==> src/stil_map.svh <==
// Constants of the scan-port instruction logic: widths, codes, capture
// patterns and reset values.
// Assumes inclusion by bare name from the package and the modules.
`ifndef STIL_MAP_SVH
`define STIL_MAP_SVH

// Register lengths.
`define STIL_IR_W 3
`define STIL_ID_W 32
`define STIL_BSR_W 75

// Instruction codes.
`define STIL_OP_EXTEST 3'h0
`define STIL_OP_IDCODE 3'h1
`define STIL_OP_SAMPLEZ 3'h2
`define STIL_OP_SAMPLE 3'h4
`define STIL_OP_BYPASS 3'h7

// Pattern loaded into the low instruction bits on instruction capture.
`define STIL_IR_CAPT 2'h1
`define STIL_IR_CAPT_TOP 1'h0

// Presence bit of the identification word.
`define STIL_ID_PRESENT 1'h1

// Reset values of the pin samplers (test inputs are pulled up).
`define STIL_TMS_RST 2'h3
`define STIL_TDI_RST 2'h3

`endif

==> src/stil_pkg.sv <==
// Types of the scan-port instruction logic: controller states, data
// register selection and the module state record.
// Assumes the constants header is present in the same folder.
`include "stil_map.svh"

package stil_pkg;

  // The sixteen controller states.
  typedef enum logic [3:0] {
    ST_RESET, ST_IDLE, ST_SEL_DR, ST_CAP_DR, ST_SH_DR, ST_EX1_DR,
    ST_PAU_DR, ST_EX2_DR, ST_UPD_DR, ST_SEL_IR, ST_CAP_IR, ST_SH_IR,
    ST_EX1_IR, ST_PAU_IR, ST_EX2_IR, ST_UPD_IR
  } stil_tap_state_t;

  // Data register placed between serial in and serial out.
  typedef enum logic [1:0] {
    SEL_ID, SEL_BSR, SEL_BYP
  } stil_dr_sel_t;

  // Whole state of the instruction logic.
  typedef struct packed {
    stil_tap_state_t tap;
    logic [`STIL_IR_W-1:0] ir;
    logic [`STIL_IR_W-1:0] ir_sh;
    logic [`STIL_BSR_W-1:0] bsr;
    logic [`STIL_ID_W-1:0] id_sh;
    logic byp;
    logic [1:0] tck_sy;
    logic tck_prev;
    logic [1:0] tms_sy;
    logic [1:0] tdi_sy;
    logic [`STIL_BSR_W-1:0] ring_sy1;
    logic [`STIL_BSR_W-1:0] ring_sy2;
    logic tdo;
    logic tdo_oe_n;
    logic mem_dis;
    logic pend_v;
    logic [`STIL_BSR_W-1:0] pend_d;
  } stil_state_t;

endpackage : stil_pkg

==> src/stil_tap.sv <==
// Instruction decode and data register selection of the scan port of a
// synchronous memory. The test clock, mode select, data in and the pin
// ring are sampled by the fast reference clock.
// Assumes the test clock runs at least four times slower than ref_clk_in
// and that the memory core honours mem_out_disable_out.
//
// Timing: an edge of the test clock at the pin reaches the second
// synchroniser stage two reference clocks later and is acted on at the
// third, so each test-clock phase must last two reference periods or
// an edge can be lost altogether.
// Serial out and its enable are registers that move only after a
// detected fall. The output disable follows the instruction register
// one reference clock later; that register loads on entry to
// Update-IR, and is forced back to the identity code in reset state.
//
// Snapshot port: every boundary-register capture also leaves a copy of the pin ring for
// a reader on the reference clock. Two copies wait in the buffer and a
// third in a pending slot; a further capture while all three wait
// replaces the pending copy, so a reader that stalls that long loses
// one word for each such capture.
//
// Limitation: the ring is resynchronised bit by bit, so a pin that
// moves near a capture may show either value, and the bits of one
// capture need not come from the same reference cycle.
//
// Functional notes
// - Code 001 loads the fixed 32-bit identity word and shifts it out.
// - Identity instruction becomes current at power-up and in reset state.
// - Code 010 captures pins, shifts boundary register, tri-states outputs.
// - Code 000 captures pins, shifts boundary register, tri-states outputs.
// - Code 100 snapshots all pins into boundary register at Capture-DR.
// - Captured boundary register shifts out once Shift-DR is entered.
// - Shifted-in boundary contents never drive pins or memory inputs.
// - Update-DR under sample acts exactly like a pause.
// - Code 111 puts the one-bit bypass register in Shift-DR path.
// - Identity, sample and bypass leave memory outputs untouched.
// - Capture-IR loads binary 01 into the low instruction bits.
// - Five test-clock rises with mode high reset the controller.
// - Inputs sampled on test-clock rise; serial out changes on fall.
// - Identity word bit zero is always one.
`timescale 1ns/1ps
`include "stil_map.svh"

module stil_tap #(
  // Upper identity bits; the value is arbitrary.
  parameter logic [`STIL_ID_W-2:0] ID_UPPER = 31'h00000000
) (
  input wire logic ref_clk_in,
  input wire logic rst_n_in,
  input wire logic tck_in,
  input wire logic tms_in,
  input wire logic tdi_in,
  input wire logic [`STIL_BSR_W-1:0] pin_ring_in,
  output logic tdo_out,
  output logic tdo_oe_n_out,
  output logic mem_out_disable_out,
  output logic [`STIL_BSR_W-1:0] snap_data_out,
  output logic snap_valid_out,
  input wire logic snap_ready_in
);

  // State, its next value and the decoded clock edges.
  stil_pkg::stil_state_t st_reg;
  stil_pkg::stil_state_t st_next;
  logic tck_rise;
  logic tck_fall;
  logic buf_ready;
  stil_pkg::stil_tap_state_t tap_step;

  // Next controller state for one test-clock rise. Every state is
  // listed, so the walk can never leave the sixteen legal states.
  function automatic stil_pkg::stil_tap_state_t tap_next(
    input stil_pkg::stil_tap_state_t s,
    input logic m
  );
    stil_pkg::stil_tap_state_t n;
    n = s;
    unique case (s)
      stil_pkg::ST_RESET: n = m ? stil_pkg::ST_RESET : stil_pkg::ST_IDLE;
      stil_pkg::ST_IDLE: n = m ? stil_pkg::ST_SEL_DR : stil_pkg::ST_IDLE;
      // Data column.
      stil_pkg::ST_SEL_DR: n = m ? stil_pkg::ST_SEL_IR : stil_pkg::ST_CAP_DR;
      stil_pkg::ST_CAP_DR: n = m ? stil_pkg::ST_EX1_DR : stil_pkg::ST_SH_DR;
      stil_pkg::ST_SH_DR: n = m ? stil_pkg::ST_EX1_DR : stil_pkg::ST_SH_DR;
      stil_pkg::ST_EX1_DR: n = m ? stil_pkg::ST_UPD_DR : stil_pkg::ST_PAU_DR;
      stil_pkg::ST_PAU_DR: n = m ? stil_pkg::ST_EX2_DR : stil_pkg::ST_PAU_DR;
      stil_pkg::ST_EX2_DR: n = m ? stil_pkg::ST_UPD_DR : stil_pkg::ST_SH_DR;
      stil_pkg::ST_UPD_DR: n = m ? stil_pkg::ST_SEL_DR : stil_pkg::ST_IDLE;
      // Instruction column.
      stil_pkg::ST_SEL_IR: n = m ? stil_pkg::ST_RESET : stil_pkg::ST_CAP_IR;
      stil_pkg::ST_CAP_IR: n = m ? stil_pkg::ST_EX1_IR : stil_pkg::ST_SH_IR;
      stil_pkg::ST_SH_IR: n = m ? stil_pkg::ST_EX1_IR : stil_pkg::ST_SH_IR;
      stil_pkg::ST_EX1_IR: n = m ? stil_pkg::ST_UPD_IR : stil_pkg::ST_PAU_IR;
      stil_pkg::ST_PAU_IR: n = m ? stil_pkg::ST_EX2_IR : stil_pkg::ST_PAU_IR;
      stil_pkg::ST_EX2_IR: n = m ? stil_pkg::ST_UPD_IR : stil_pkg::ST_SH_IR;
      stil_pkg::ST_UPD_IR: n = m ? stil_pkg::ST_SEL_DR : stil_pkg::ST_IDLE;
    endcase
    return n;
  endfunction : tap_next

  // Data register chosen by an instruction code; capture, shift and
  // serial out all decode through here so they can never disagree.
  function automatic stil_pkg::stil_dr_sel_t dr_sel(
    input logic [`STIL_IR_W-1:0] op
  );
    stil_pkg::stil_dr_sel_t r;
    unique case (op)
      `STIL_OP_IDCODE: r = stil_pkg::SEL_ID;
      `STIL_OP_EXTEST,
      `STIL_OP_SAMPLEZ,
      `STIL_OP_SAMPLE: r = stil_pkg::SEL_BSR;
      // Reserved codes fall back to the one-bit path: a stray load then
      // costs one bit of delay and never disturbs the memory.
      default: r = stil_pkg::SEL_BYP;
    endcase
    return r;
  endfunction : dr_sel

  // The two codes that take the memory outputs off the bus. Every other
  // code leaves the drivers to the memory's own control.
  function automatic logic out_off(input logic [`STIL_IR_W-1:0] op);
    return (op == `STIL_OP_EXTEST) || (op == `STIL_OP_SAMPLEZ);
  endfunction : out_off

  // Edges are found on the second synchroniser stage and its follower.
  // A rise and a fall can never be seen in the same cycle.
  assign tck_rise = st_reg.tck_sy[1] & ~st_reg.tck_prev;
  assign tck_fall = ~st_reg.tck_sy[1] & st_reg.tck_prev;

  // Controller state after the next detected rise; the instruction load
  // and the state register both read it.
  assign tap_step = tap_next(st_reg.tap, st_reg.tms_sy[1]);

  // Next-state logic of the whole port. Order matters below: the
  // hand-off clear comes before a capture so a new snapshot wins, and
  // the reset-state override comes after the instruction load.
  always_comb begin
    st_next = st_reg;
    // Pin samplers; only the second stage of each pair is read below,
    // which keeps a metastable first stage away from the logic.
    st_next.tck_sy = {st_reg.tck_sy[0], tck_in};
    st_next.tms_sy = {st_reg.tms_sy[0], tms_in};
    st_next.tdi_sy = {st_reg.tdi_sy[0], tdi_in};
    // The wide pin ring takes the same two stages as the test pins.
    st_next.ring_sy1 = pin_ring_in;
    st_next.ring_sy2 = st_reg.ring_sy1;
    st_next.tck_prev = st_reg.tck_sy[1];

    // A snapshot waiting for the buffer leaves once it is accepted.
    // The buffer takes the pending slot as soon as it has room.
    if (st_reg.pend_v && buf_ready) begin
      st_next.pend_v = 1'b0;
    end

    // sample on rise
    // Everything the test pins ask for happens in this one cycle.
    if (tck_rise) begin
      unique case (st_reg.tap)
        // capture pattern
        // Top bit zero; the low pair gives the board a fixed 01 to check.
        stil_pkg::ST_CAP_IR: begin
          st_next.ir_sh = {`STIL_IR_CAPT_TOP, `STIL_IR_CAPT};
        end
        // Instruction bits enter at the top, as on every path.
        stil_pkg::ST_SH_IR: begin
          st_next.ir_sh = {st_reg.tdi_sy[1], st_reg.ir_sh[`STIL_IR_W-1:1]};
        end
        stil_pkg::ST_CAP_DR: begin
          unique case (dr_sel(st_reg.ir))
            stil_pkg::SEL_ID: begin
              st_next.id_sh = {ID_UPPER, `STIL_ID_PRESENT};
            end
            // pin snapshot
            // Captured for 000, 010 and 100 alike; only the disable differs.
            // Set wins over the hand-off clear in this same cycle.
            stil_pkg::SEL_BSR: begin
              st_next.bsr = st_reg.ring_sy2;
              st_next.pend_v = 1'b1;
              st_next.pend_d = st_reg.ring_sy2;
            end
            // Bypass captures zero, a known bit for the board to check.
            stil_pkg::SEL_BYP: begin
              st_next.byp = 1'b0;
            end
          endcase
        end
        // shift selected path
        // Each path takes data in at its top and drops its bottom bit.
        stil_pkg::ST_SH_DR: begin
          unique case (dr_sel(st_reg.ir))
            stil_pkg::SEL_ID: begin
              st_next.id_sh = {st_reg.tdi_sy[1],
                               st_reg.id_sh[`STIL_ID_W-1:1]};
            end
            stil_pkg::SEL_BSR: begin
              st_next.bsr = {st_reg.tdi_sy[1],
                             st_reg.bsr[`STIL_BSR_W-1:1]};
            end
            stil_pkg::SEL_BYP: begin
              st_next.byp = st_reg.tdi_sy[1];
            end
          endcase
        end
        // no update action
        // Shifted contents are never copied to any pin or core input.
        stil_pkg::ST_UPD_DR: begin
          st_next.bsr = st_reg.bsr;
        end
        // Other states leave every shift path as it is.
        default: begin
          st_next.ir_sh = st_reg.ir_sh;
        end
      endcase
      // act at Update-IR
      // The code is taken on entry to Update-IR, when the controller has
      // committed to it, so leaving the state changes nothing.
      if (tap_step == stil_pkg::ST_UPD_IR) begin
        st_next.ir = st_reg.ir_sh;
      end
      st_next.tap = tap_step;
    end

    // identity on reset state
    // Checked every cycle, not only on a rise, so power-up and a
    // mode-high reset both land on the identity code.
    if (st_reg.tap == stil_pkg::ST_RESET) begin
      st_next.ir = `STIL_OP_IDCODE;
    end

    // output on fall
    // Serial out drives only while a shift state is current.
    // Elsewhere the pin is let go at the first fall and the board
    // pull-up holds it; the last bit shown stays in the register.
    if (tck_fall) begin
      if (st_reg.tap == stil_pkg::ST_SH_IR) begin
        st_next.tdo = st_reg.ir_sh[0];
        st_next.tdo_oe_n = 1'b0;
      end else if (st_reg.tap == stil_pkg::ST_SH_DR) begin
        unique case (dr_sel(st_reg.ir))
          stil_pkg::SEL_ID: st_next.tdo = st_reg.id_sh[0];
          stil_pkg::SEL_BSR: st_next.tdo = st_reg.bsr[0];
          stil_pkg::SEL_BYP: st_next.tdo = st_reg.byp;
        endcase
        st_next.tdo_oe_n = 1'b0;
      end else begin
        st_next.tdo_oe_n = 1'b1;
      end
    end

    // core output disable
    // A register here keeps glitches of the decode off the core.
    st_next.mem_dis = out_off(st_reg.ir);
  end

  // All state in one register; reset is the power-up reset.
  // The pin samplers start at the idle level of their pins, so no
  // false edge or mode bit follows the release of reset.
  always_ff @(posedge ref_clk_in or negedge rst_n_in) begin
    if (!rst_n_in) begin
      st_reg <= '0;
      st_reg.tap <= stil_pkg::ST_RESET;
      st_reg.ir <= `STIL_OP_IDCODE;
      st_reg.ir_sh <= `STIL_OP_IDCODE;
      st_reg.tms_sy <= `STIL_TMS_RST;
      st_reg.tdi_sy <= `STIL_TDI_RST;
      st_reg.tdo_oe_n <= 1'b1;
    end else begin
      st_reg <= st_next;
    end
  end

  // Captured snapshots go out through a two-entry buffer behind a pending
  // slot; a new capture while the pending copy still waits replaces it.
  stil_buf #(
    .WIDTH(`STIL_BSR_W)
  ) u_buf (
    .ref_clk_in(ref_clk_in),
    .rst_n_in(rst_n_in),
    .in_data_in(st_reg.pend_d),
    .in_valid_in(st_reg.pend_v),
    .in_ready_out(buf_ready),
    .out_data_out(snap_data_out),
    .out_valid_out(snap_valid_out),
    .out_ready_in(snap_ready_in)
  );

  // Every output but the snapshot port comes straight from a register.
  assign tdo_out = st_reg.tdo;
  assign tdo_oe_n_out = st_reg.tdo_oe_n;
  assign mem_out_disable_out = st_reg.mem_dis;

endmodule : stil_tap

==> src/stil_buf.sv <==
// Two-entry buffer with valid and ready on both sides.
// Assumes a single clock and an asynchronous active-low reset; the head
// entry is always slot zero so the data output comes from a flip-flop.
`timescale 1ns/1ps
`include "stil_map.svh"

module stil_buf #(
  parameter int WIDTH = `STIL_BSR_W
) (
  input wire logic ref_clk_in,
  input wire logic rst_n_in,
  input wire logic [WIDTH-1:0] in_data_in,
  input wire logic in_valid_in,
  output logic in_ready_out,
  output logic [WIDTH-1:0] out_data_out,
  output logic out_valid_out,
  input wire logic out_ready_in
);

  typedef struct packed {
    logic [WIDTH-1:0] d0;
    logic [WIDTH-1:0] d1;
    logic [1:0] cnt;
  } stil_buf_t;

  stil_buf_t st_reg;
  stil_buf_t st_next;
  logic push;
  logic pop;

  // Full and empty follow the fill count directly.
  assign in_ready_out = (st_reg.cnt != 2'h2);
  assign out_valid_out = (st_reg.cnt != 2'h0);
  assign out_data_out = st_reg.d0;
  assign push = in_valid_in & in_ready_out;
  assign pop = out_valid_out & out_ready_in;

  // Entries move toward slot zero as the head is taken.
  always_comb begin
    st_next = st_reg;
    unique case (st_reg.cnt)
      2'h0: begin
        if (push) begin
          st_next.d0 = in_data_in;
          st_next.cnt = 2'h1;
        end
      end
      2'h1: begin
        if (push && pop) begin
          st_next.d0 = in_data_in;
        end else if (pop) begin
          st_next.cnt = 2'h0;
        end else if (push) begin
          st_next.d1 = in_data_in;
          st_next.cnt = 2'h2;
        end
      end
      2'h2: begin
        if (pop) begin
          st_next.d0 = st_reg.d1;
          st_next.cnt = 2'h1;
        end
      end
      default: begin
        st_next.cnt = 2'h0;
      end
    endcase
  end

  // State register.
  always_ff @(posedge ref_clk_in or negedge rst_n_in) begin
    if (!rst_n_in) begin
      st_reg <= '0;
    end else begin
      st_reg <= st_next;
    end
  end

endmodule : stil_buf

==> config.mk <==
export PLATFORM = sky130hd
export DESIGN_NAME = stil_tap
export DESIGN_NICKNAME = d
export VERILOG_FILES = /design/src/stil_pkg.sv /design/src/stil_tap.sv /design/src/stil_buf.sv
export VERILOG_INCLUDE_DIRS = /design/src
export SDC_FILE = /design/constraint.sdc
export NUM_CORES = 1
export LEC_CHECK = 0
export ABC_AREA = 0
export BUFFER_PORTS_ARGS = -buffer_cell sky130_fd_sc_hd__buf_4
export CAP_MARGIN = 20
export CORE_AREA = 2 2 183 185
export DETAILED_ROUTE_END_ITERATION = 8
export DIE_AREA = 0 0 185 187
export GPL_TIMING_DRIVEN = 0
export PLACE_DENSITY_LB_ADDON = 0.12
export RECOVER_POWER = 50
export SYNTH_ARGS = -nofsm -noshare
export SYNTH_HDL_FRONTEND = slang
export SYNTH_SLANG_ARGS = --single-unit
==> constraint.sdc <==
create_clock -name ref_clk_in -period 4.5 [get_ports ref_clk_in]
set_clock_uncertainty 0.05 [all_clocks]
set_input_delay 0.9 -clock ref_clk_in [delete_from_list [all_inputs] [get_ports ref_clk_in]]
set_output_delay 0.9 -clock ref_clk_in [all_outputs]
set_load 0.01 [all_outputs]
# [Word level (Yosys, flattened, before mapping)]
# Index checks and enable logic that the tools add are counted.
[word_totals] wordCells=147 register_bits=506 output_inout_bits=79
[classes] n_eq_ne=39 mux=50 bitwise_logic=8 reduce_logical=30
[ops] cell="$mux 75" count=5
[ops] cell="$mux 76" count=3
[ops] cell="$pmux 75 s3" count=1
[ops] cell="$pmux 75 s2" count=1
[ops] cell="$mux 114" count=1
[ops] cell="$pmux 33 s2" count=1
[ops] cell="$mux 32" count=2
[ops] cell="$pmux 4 s12" count=1
[ops] cell="$eq 4x4->1 const B" count=9
[ops] cell="$mux 2" count=15
[ops] cell="$reduce_and 4->1" count=6
[ops] cell="$ne 2x1->1 const B" count=9
[ops] cell="$eq 4x3->1 const B" count=4
[ops] cell="$mux 4" count=4
[ops] cell="$mux 3" count=4
[ops] cell="$reduce_bool 2->1" count=6
[ops] cell="$eq 2x1->1 const B" count=4
[ops] cell="$eq 2x2->1 const B" count=4
[ops] cell="$eq 4x2->1 const B" count=2
[ops] cell="$logic_not 2->1" count=4
[ops] cell="$mux 1" count=8
[ops] cell="$pmux 2 s3" count=1
[ops] cell="$pmux 3 s2" count=1
[ops] cell="$reduce_and 2->1" count=3
[ops] cell="18 further kinds" count=28

# [Depth between registers and ports, before layout]
# Gate-level depths: netlist (run 1).
[logic_depth] ltp_word=10 mapped_depth=7 mapped_depth_nobuf=4

# [Modules after synthesis]
# Synthesis (run 1) repeated with hierarchy kept, for this count alone.
[hier_totals] hier_cells=1384 hier_area_um2=19904.1
[by_module_without_submodules] mod="stil_tap" cells_each=894 n_inst=1 area_each_um2=12548.3 seq_area_each_um2=8867.3
[by_module_without_submodules] mod="stil_buf" cells_each=490 n_inst=1 area_each_um2=7355.8 seq_area_each_um2=3803.6

# [Worst setup path before layout (run 1)]
# OpenSTA, ideal clock, no wires.
[synth_timing] kind="input to register" startpoint="in snap_ready_in" endpoint="reg u_buf.st_reg[37] (netlist name)" t_arrival_ns=2.000 setup_ns=0.125 path_slack_ns=2.326 path_stages=5 cell_sequence="nand2b_1 nor2b_1 buf_2 buf_2 mux2_2"
[synth_between] elab_chain_len=4 word_cells_on_any_way=5
[synth_lines] item="start: declaration" line="stil_tap.sv:59" text="input wire logic snap_ready_in"
[synth_lines] item="$and 1x1->1 *" line="stil_buf.sv:36" text="assign pop = out_valid_out & out_ready_in;"
[synth_lines] item="$logic_and 1x1->1" line="stil_buf.sv:49" text="if (push && pop) begin"
[synth_lines] item="$not 1->1 (no line)"
[synth_lines] item="$reduce_and 4->1 (no line) *"
[synth_lines] item="end signal: assignment" line="stil_buf.sv:75" text="st_reg <= st_next;"
[synth_lines] item="end: declaration" line="stil_buf.sv:26" text="stil_buf_t st_reg;"
# Every way passes the cells marked *; elsewhere a longest branch is shown, timed or not.
# A chain may end at the register's enable or synchronous reset.

==> results of run 1 <==
[cells in the final DEF, fill, tap and decap left out, types with 5 or more instances in the layout]
cell / count
sky130_fd_sc_hd__nand2_1: 155
sky130_fd_sc_hd__dfrtp_1: 499
sky130_fd_sc_hd__clkbuf_8: 16
sky130_fd_sc_hd__nor2_1: 82
sky130_fd_sc_hd__mux2i_1: 150
sky130_fd_sc_hd__clkbuf_1: 45
sky130_fd_sc_hd__clkbuf_16: 53
sky130_fd_sc_hd__clkinv_2: 13
sky130_fd_sc_hd__mux2_2: 111
sky130_fd_sc_hd__nand2b_1: 6
sky130_fd_sc_hd__o21ai_0: 118
sky130_fd_sc_hd__buf_4: 155
sky130_fd_sc_hd__bufinv_16: 5
sky130_fd_sc_hd__nor2b_1: 9
sky130_fd_sc_hd__inv_1: 6
sky130_fd_sc_hd__buf_6: 5
sky130_fd_sc_hd__mux2_4: 39
sky130_fd_sc_hd__buf_2: 40
sky130_fd_sc_hd__a21oi_1: 86
sky130_fd_sc_hd__dfstp_2: 6
sky130_fd_sc_hd__clkbuf_4: 74
[Yosys cell counts (6+ instances only)]
cell type	instances	area share
sky130_fd_sc_hd__dfstp_2	7	0.0095
sky130_fd_sc_hd__a21oi_1	86	0.022
sky130_fd_sc_hd__buf_2	40	0.010
sky130_fd_sc_hd__o21ai_0	118	0.031
sky130_fd_sc_hd__clkbuf_1	34	0.0066
sky130_fd_sc_hd__inv_1	6	0.0012
sky130_fd_sc_hd__nor2_1	82	0.016
sky130_fd_sc_hd__nor2b_1	9	0.0029
sky130_fd_sc_hd__mux2i_1	150	0.078
sky130_fd_sc_hd__nand2b_1	6	0.0019
sky130_fd_sc_hd__nand2_1	155	0.030
sky130_fd_sc_hd__dfrtp_1	499	0.65
sky130_fd_sc_hd__mux2_2	111	0.065
sky130_fd_sc_hd__mux2_4	39	0.030
sky130_fd_sc_hd__buf_4	76	0.030
[layer usage]
metal  vias to the layer above  share of wire
li1                       5339              -
met1                      5630           0.45
met2                       178           0.49
met3                        54          0.034
met4                         0          0.021
met5                         -              0
[layout make-up]
type	count	area, µm²
fill	2375	9920
multi-input combinational	798	5660
buffer	159	976
clock inverter	19	223
clock buffer	74	1570
sequential	506	12700
tap	448	561
inverter	6	22.5
timing repair buffer	163	1270
[power groups by stage]
stage	Clock, mW	Combinational, mW	Sequential [mW]
after floorplan	0	0.707	4.91
after global placement	0	1.03	4.94
after detailed placement	0	1.07	4.95
after CTS	4.47	1.08	4.87
after global routing	4.68	1.17	4.88
final	4.38	1.06	4.87
[worst paths after layout]
check                                     from                                 end  slack [ns]  cells past startpoint
min reg2reg              st_next[90]$_DFF_PN0_                st_reg[90]$_DFF_PN0_        0.29                      0
max                                   rst_n_in  u_buf.out_data_out[44]$_DFFE_PN0P_        1.55                      3
min                                   rst_n_in             st_reg[243]$_DFFE_PN0P_        0.25                      1
max in group ref_clk_in          snap_ready_in  u_buf.out_data_out[19]$_DFFE_PN0P_        1.85                      7
max reg2reg               st_reg[75]$_DFF_PN0_  u_buf.out_data_out[19]$_DFFE_PN0P_        1.87                      6
min in group ref_clk_in  st_next[90]$_DFF_PN0_                st_reg[90]$_DFF_PN0_        0.29                      0
[cell families after synthesis]
family          count (synthesis)  synth area share
flops                         506             0.656
mux                           300             0.173
buf+inv                       165            0.0517
compound gates                224            0.0612
simple gates                  273            0.0583
xor+xnor                        1          0.000453
==> summary.log, run 1 <==
[placed_design] instance area after placement 21200 µm²
[drt] via count 11200
[global_route] total global routing overflow 0
[clock_tree] Clock Latency Late Sink 0.56 ns
[synthesis] Netlist Area Pre-Place 19300 µm²
[pwr] switching power share of the total 0.234
[run_status] result of the run finished, violations left
[floorplan] area of the placeable core 32900 µm²
[global_route] routing usage on met2 0.351
[drt] total DRC errors in the routed layout 0
[setup_path] worst stage delay on the critical path 1.64 ns
[timing] final critical path time including I/O delays and setup 2.95 ns
[cells_and_area] fin nets 1765
[flow_run] max-capacitance violation count 1
[pwr] Switching Power 2.41 mW
[clock_tree] number of hold buffers added after CTS 0
[timing] worst hold slack 0.251 ns
[pwr] Internal Dissipation 7.89 mW
[clock_tree] clock-pin slew on the worst setup and hold paths 0.06 ns
[synthesis] number of enable-type register cells in the synthesized netlist 0
[setup_path] type of origin of the critical path input port
[setup_path] library cell contributing the largest single delay on the critical path sky130_fd_sc_hd__clkbuf_2
[clock_tree] Root Buffer Master sky130_fd_sc_hd__clkbuf_16
[global_route] wire length of the first global-routing pass 58.7 mm
[global_route] Global Route met1 Usage 0.299
[clock_tree] clock sink count 506
[synthesis] Post-Syn Area per Cell 13.2 µm²
[pwr] Peak supply drop 0.339 mV
[cells_and_area] cell area after layout 22900 µm²
[run_status] violated checks capacitance limit, slew limit
[timing] share of the clock period used by the worst path after layout 0.656
[timing] number of slew-limit violations in the final report 89
[clock_tree] number of gates given a new drive strength after cts 0
[global_route] overall fraction of global-route tracks in use 0.214
[timing] setup repair after global routing missed its margin no
[placed_design] post-detailed-placement half-perimeter wirelength 23.6 mm
[placed_design] # port buffers 159
[cells_and_area] flip-flop count of the largest register, all copies and words added 272
[cells_and_area] post-layout utilization of the core 0.698
[placed_design] Setup WS pre-CTS 1.34 ns
[clock_tree] TritonCTS clock tree yes
[floorplan] Die Y 187 µm
[floorplan] die area 34600 µm²
[global_route] largest net degree at the start of global routing 125
[cells_and_area] area delta synth->final 18.7%
[pwr] total power consumption of the routed design 10.3 mW
[drt] Post-DRT Antenna Nets 0
[pwr] Clock power frac 0.425
[setup_path] cells traversed along the worst timing path buf_8 > clkbuf_2 > buf_16
[global_route] met3 usage in global routing 0.0354
[clock_tree] number of H-tree branching levels 2
[synthesis] share of the yosys chip area belonging to registers 0.656
[setup_path] Crit path required time 5.10 ns
[setup_path] Buf/Inv on CP 3
[global_route] most used routing layer in global routing met2
[cells_and_area] Ant. Diodes 0
[clock_tree] Bufs on Longest Clock Path 3
[pwr] relative contribution of combinational cells to total power 0.103
[hold_path] worst min path class in -> async
[timing] worst rel slew slack -0.463
[pwr] power per cell area 449 nW/µm²
[synthesis] Post-Synthesis Net Count 1550
[synthesis] unique cell type count in the Yosys netlist 46
[pwr] sequential power share 0.472
[drt] First DRT Iteration DRCs 720
[synthesis] total number of yosys warnings 0
[timing] Max Clk Rate 339 MHz
[cells_and_area] non-filler instance count after layout 2173
[clock_tree] number of buffers inserted during clock tree synthesis 50
[drt] drt wl/cell 16.5 µm
[floorplan] count of standard-cell rows 67
[setup_path] critical path arrival 3.55 ns
[pwr] Lkg Pwr 11.0 nW
[floorplan] initial core utilization 0.588
[setup_path] critical path fanouts, max 105
[timing] Least-Margin Pin Slew 2.19 ns
[clock_tree] number of post-CTS setup repair buffers 0
[timing] Hold Fails Final Rpt 0
[drt] via/cell ratio 5.15
[synthesis] instance count of the mapped netlist 1469
[timing] final sum of negative setup slack 0 ns
[synthesis] Seq cells post-synth 506
[setup_path] endpoint class of the critical path async pin
[floorplan] total I/O pin count 160
[synthesis] most used flip-flop cell after synthesis sky130_fd_sc_hd__dfrtp_1
[setup_path] worst setup path class in -> async
[setup_path] Largest delay share family, worst path buffers and inverters
[synthesis] fraction of synthesis flops using an asynchronous set or reset pin 1.00
[global_route] vias in the first global route 11300
[timing] total setup violations reported at the end of the flow 0
[cells_and_area] proportion of layout cells with a drive suffix above 1 0.308
[timing] Worst Setup Slack, final 1.55 ns
[drt] number of iterations in the first detailed-routing pass 5
[placed_design] Placed Instances 2080
[placed_design] Routability Congestion 0.773
[drt] total wire length after detailed routing 35.9 mm
[global_route] antenna violations before repair 0
[floorplan] die span in x 185 µm
Note: power is estimated with default switching activity, not from simulation.
==> inputs of run 2 (changes only) <==
--- a/config.mk
+++ b/config.mk
@@ -9,9 +9,9 @@
 export ABC_AREA = 0
 export BUFFER_PORTS_ARGS = -buffer_cell sky130_fd_sc_hd__buf_4
 export CAP_MARGIN = 20
-export CORE_AREA = 2 2 183 185
+export CORE_AREA = 2 2 193 195
 export DETAILED_ROUTE_END_ITERATION = 8
-export DIE_AREA = 0 0 185 187
+export DIE_AREA = 0 0 195 197
 export GPL_TIMING_DRIVEN = 0
 export PLACE_DENSITY_LB_ADDON = 0.12
 export RECOVER_POWER = 50
==> constraint.sdc (replaced) <==
create_clock -name ref_clk_in -period 2.6 [get_ports ref_clk_in]
set_clock_uncertainty 0.05 [all_clocks]
set_input_delay 0.52 -clock ref_clk_in [delete_from_list [all_inputs] [get_ports ref_clk_in]]
set_output_delay 0.52 -clock ref_clk_in [all_outputs]
set_load 0.01 [all_outputs]
==> summary.log, run 2 (same netlist as run 1, synthesis figures left out) <==
[setup_path] R2R setup slack 0.35 ns
[cells_and_area] flip-flop count of the largest register, all copies and words added 272
[pwr] total power consumption of the routed design 17.8 mW
[global_route] wire length of the first global-routing pass 61.7 mm
[placed_design] # port buffers 159
[floorplan] count of standard-cell rows 70
[clock_tree] number of H-tree branching levels 2
[setup_path] type of origin of the critical path flop
[cells_and_area] proportion of layout cells with a drive suffix above 1 0.274
[floorplan] Die Y 197 µm
[clock_tree] number of buffers inserted during clock tree synthesis 51
[placed_design] Routability Congestion 0.755
[global_route] total global routing overflow 0
[timing] total setup violations reported at the end of the flow 0
[timing] share of the clock period used by the worst path after layout 0.864
[drt] Post-DRT Antenna Nets 0
[floorplan] die area 38400 µm²
[setup_path] cells traversed along the worst timing path nor2b_1 > nor2b_1 > buf_2 > buf_2 > mux2_2
[drt] via count 11600
[cells_and_area] highest-count cells in the layout ignoring fill and taps sky130_fd_sc_hd__dfrtp_1, sky130_fd_sc_hd__nand2_1, sky130_fd_sc_hd__mux2i_1
[timing] Max Clk Rate 445 MHz
[global_route] vias in the first global route 11900
[floorplan] total I/O pin count 160
[cells_and_area] fin nets 1845
[clock_tree] clock sink count 506
[cells_and_area] Sequential Area 12700 µm²
[setup_path] library cell contributing the largest single delay on the critical path sky130_fd_sc_hd__dfrtp_1
[clock_tree] Bufs on Longest Clock Path 3
[clock_tree] clock-pin slew on the worst setup and hold paths 0.06 ns
[setup_path] worst setup path class reg -> reg
[hold_path] worst min path class in -> reg
[floorplan] die span in x 195 µm
[drt] total wire length after detailed routing 37.6 mm
[placed_design] instance area after placement 21200 µm²
[flow_run] max-capacitance violation count 0
[pwr] Lkg Pwr 11.2 nW
[setup_path] critical path arrival 2.65 ns
[drt] number of iterations in the first detailed-routing pass 5
[timing] worst hold slack 0.197 ns
[drt] drt wl/cell 16.5 µm
[setup_path] Crit path required time 3.01 ns
[clock_tree] TritonCTS clock tree yes
[cells_and_area] area of the multi-input gates 5660 µm²
[pwr] Peak supply drop 0.590 mV
[run_status] result of the run completed
[timing] Hold Fails Final Rpt 0
[drt] via/cell ratio 5.08
[placed_design] post-detailed-placement half-perimeter wirelength 24.5 mm
[clock_tree] Root Buffer Master sky130_fd_sc_hd__clkbuf_16
[cells_and_area] filler cell count 2776
[cells_and_area] area delta synth->final 22.2%
[cells_and_area] Ant. Diodes 0
[timing] worst rel slew slack 0.239
[setup_path] critical path fanouts, max 10
[clock_tree] Clock Latency Late Sink 0.59 ns
[cells_and_area] cell area after layout 23600 µm²
[setup_path] endpoint class of the critical path flop
[floorplan] initial core utilization 0.533
[timing] final critical path time including I/O delays and setup 2.25 ns
[timing] Least-Margin Pin Slew 1.14 ns
[global_route] largest net degree at the start of global routing 130
[drt] First DRT Iteration DRCs 700
[global_route] overall fraction of global-route tracks in use 0.203
[cells_and_area] most common cell after layout, fill and taps aside sky130_fd_sc_hd__dfrtp_1
[floorplan] area of the placeable core 36300 µm²
[drt] total DRC errors in the routed layout 0
[timing] setup repair after global routing missed its margin no
[timing] number of slew-limit violations in the final report 0
[pwr] power per cell area 755 nW/µm²
[global_route] antenna violations before repair 0
[setup_path] worst stage delay on the critical path 0.43 ns
## run 2: cell count changes in the layout (fill, tap and decap cells not counted), sizes merged
cell and delta:
inv +3, clkinvlp +2, dlygate4sd3 +79, clkbuf +81, buf -77, clkinv -8
## run 2: final cells by class
class	count	share of cell area
repair buffers	243	0.0853
multi-input cells	798	0.239
clock inverters	16	0.00948
clock buffers	78	0.0647
inverters	6	0.000954
plain buffers	158	0.0389
well taps	468	0.0248
flip-flops and latches	506	0.536
## run 2: through the flow
stage	TNS [ns]	utilization	instances	setup WS, ns
floorplan	0	-	1469	0.746
global placement	-2092.57	0.582	2096	-4.21
detailed placement	-1.79	0.585	2100	-0.0858
CTS	0	0.656	2274	0.0521
global route	0	0.651	2273	0.175
finish	0	0.651	2273	0.354
## run 2: power breakdown
group / internal, mW / switching, mW / total (mW)
clock: 4.54 / 2.97 / 7.51
combinational: 0.849 / 1.06 / 1.91
sequential: 8.21 / 0.212 / 8.42
total: 13.6 / 4.24 / 17.8
## run 2: routing by layer
layer  vias up  track usage  share of wire
met5         -            0              0
li1       5503            -              -
met3        62       0.0322          0.034
met2       187        0.344           0.50
met4         0       0.0633          0.022
met1      5803        0.271           0.44
## run 2: final timing paths
kind,end,depth (start not counted),start
min in group asynchronous,st_next[235]$_DFF_PN0_,2,rst_n_in
min,u_buf.st_reg[1]$_DFFE_PN0P_,3,snap_ready_in
max,u_buf.st_reg[40]$_DFFE_PN0P_,5,u_buf.st_reg[1]$_DFFE_PN0P_
max in group asynchronous,u_buf.out_data_out[48]$_DFFE_PN0P_,3,rst_n_in
max reg2reg,u_buf.st_reg[40]$_DFFE_PN0P_,5,u_buf.st_reg[1]$_DFFE_PN0P_
min reg2reg,st_reg[126]$_DFF_PN0_,0,st_next[126]$_DFF_PN0_
## run 2: timing repair
item | CTS | global route
pin swaps | 1 | 0
setup buffers | 1 | 0
hold endpoints to repair | 137 | 0
hold buffers | 79 | 0
endpoints found under the setup margin | 65 | 54
resized for setup | 0 | 0
## run 2: worst max-delay path, delay by kind of cell, from the launching register on
family,cells,cell delay [ns]
AND/OR/NAND/NOR,2,0.58
flip-flops,1,0.43
buffers and inverters,2,0.71
multiplexers,1,0.37
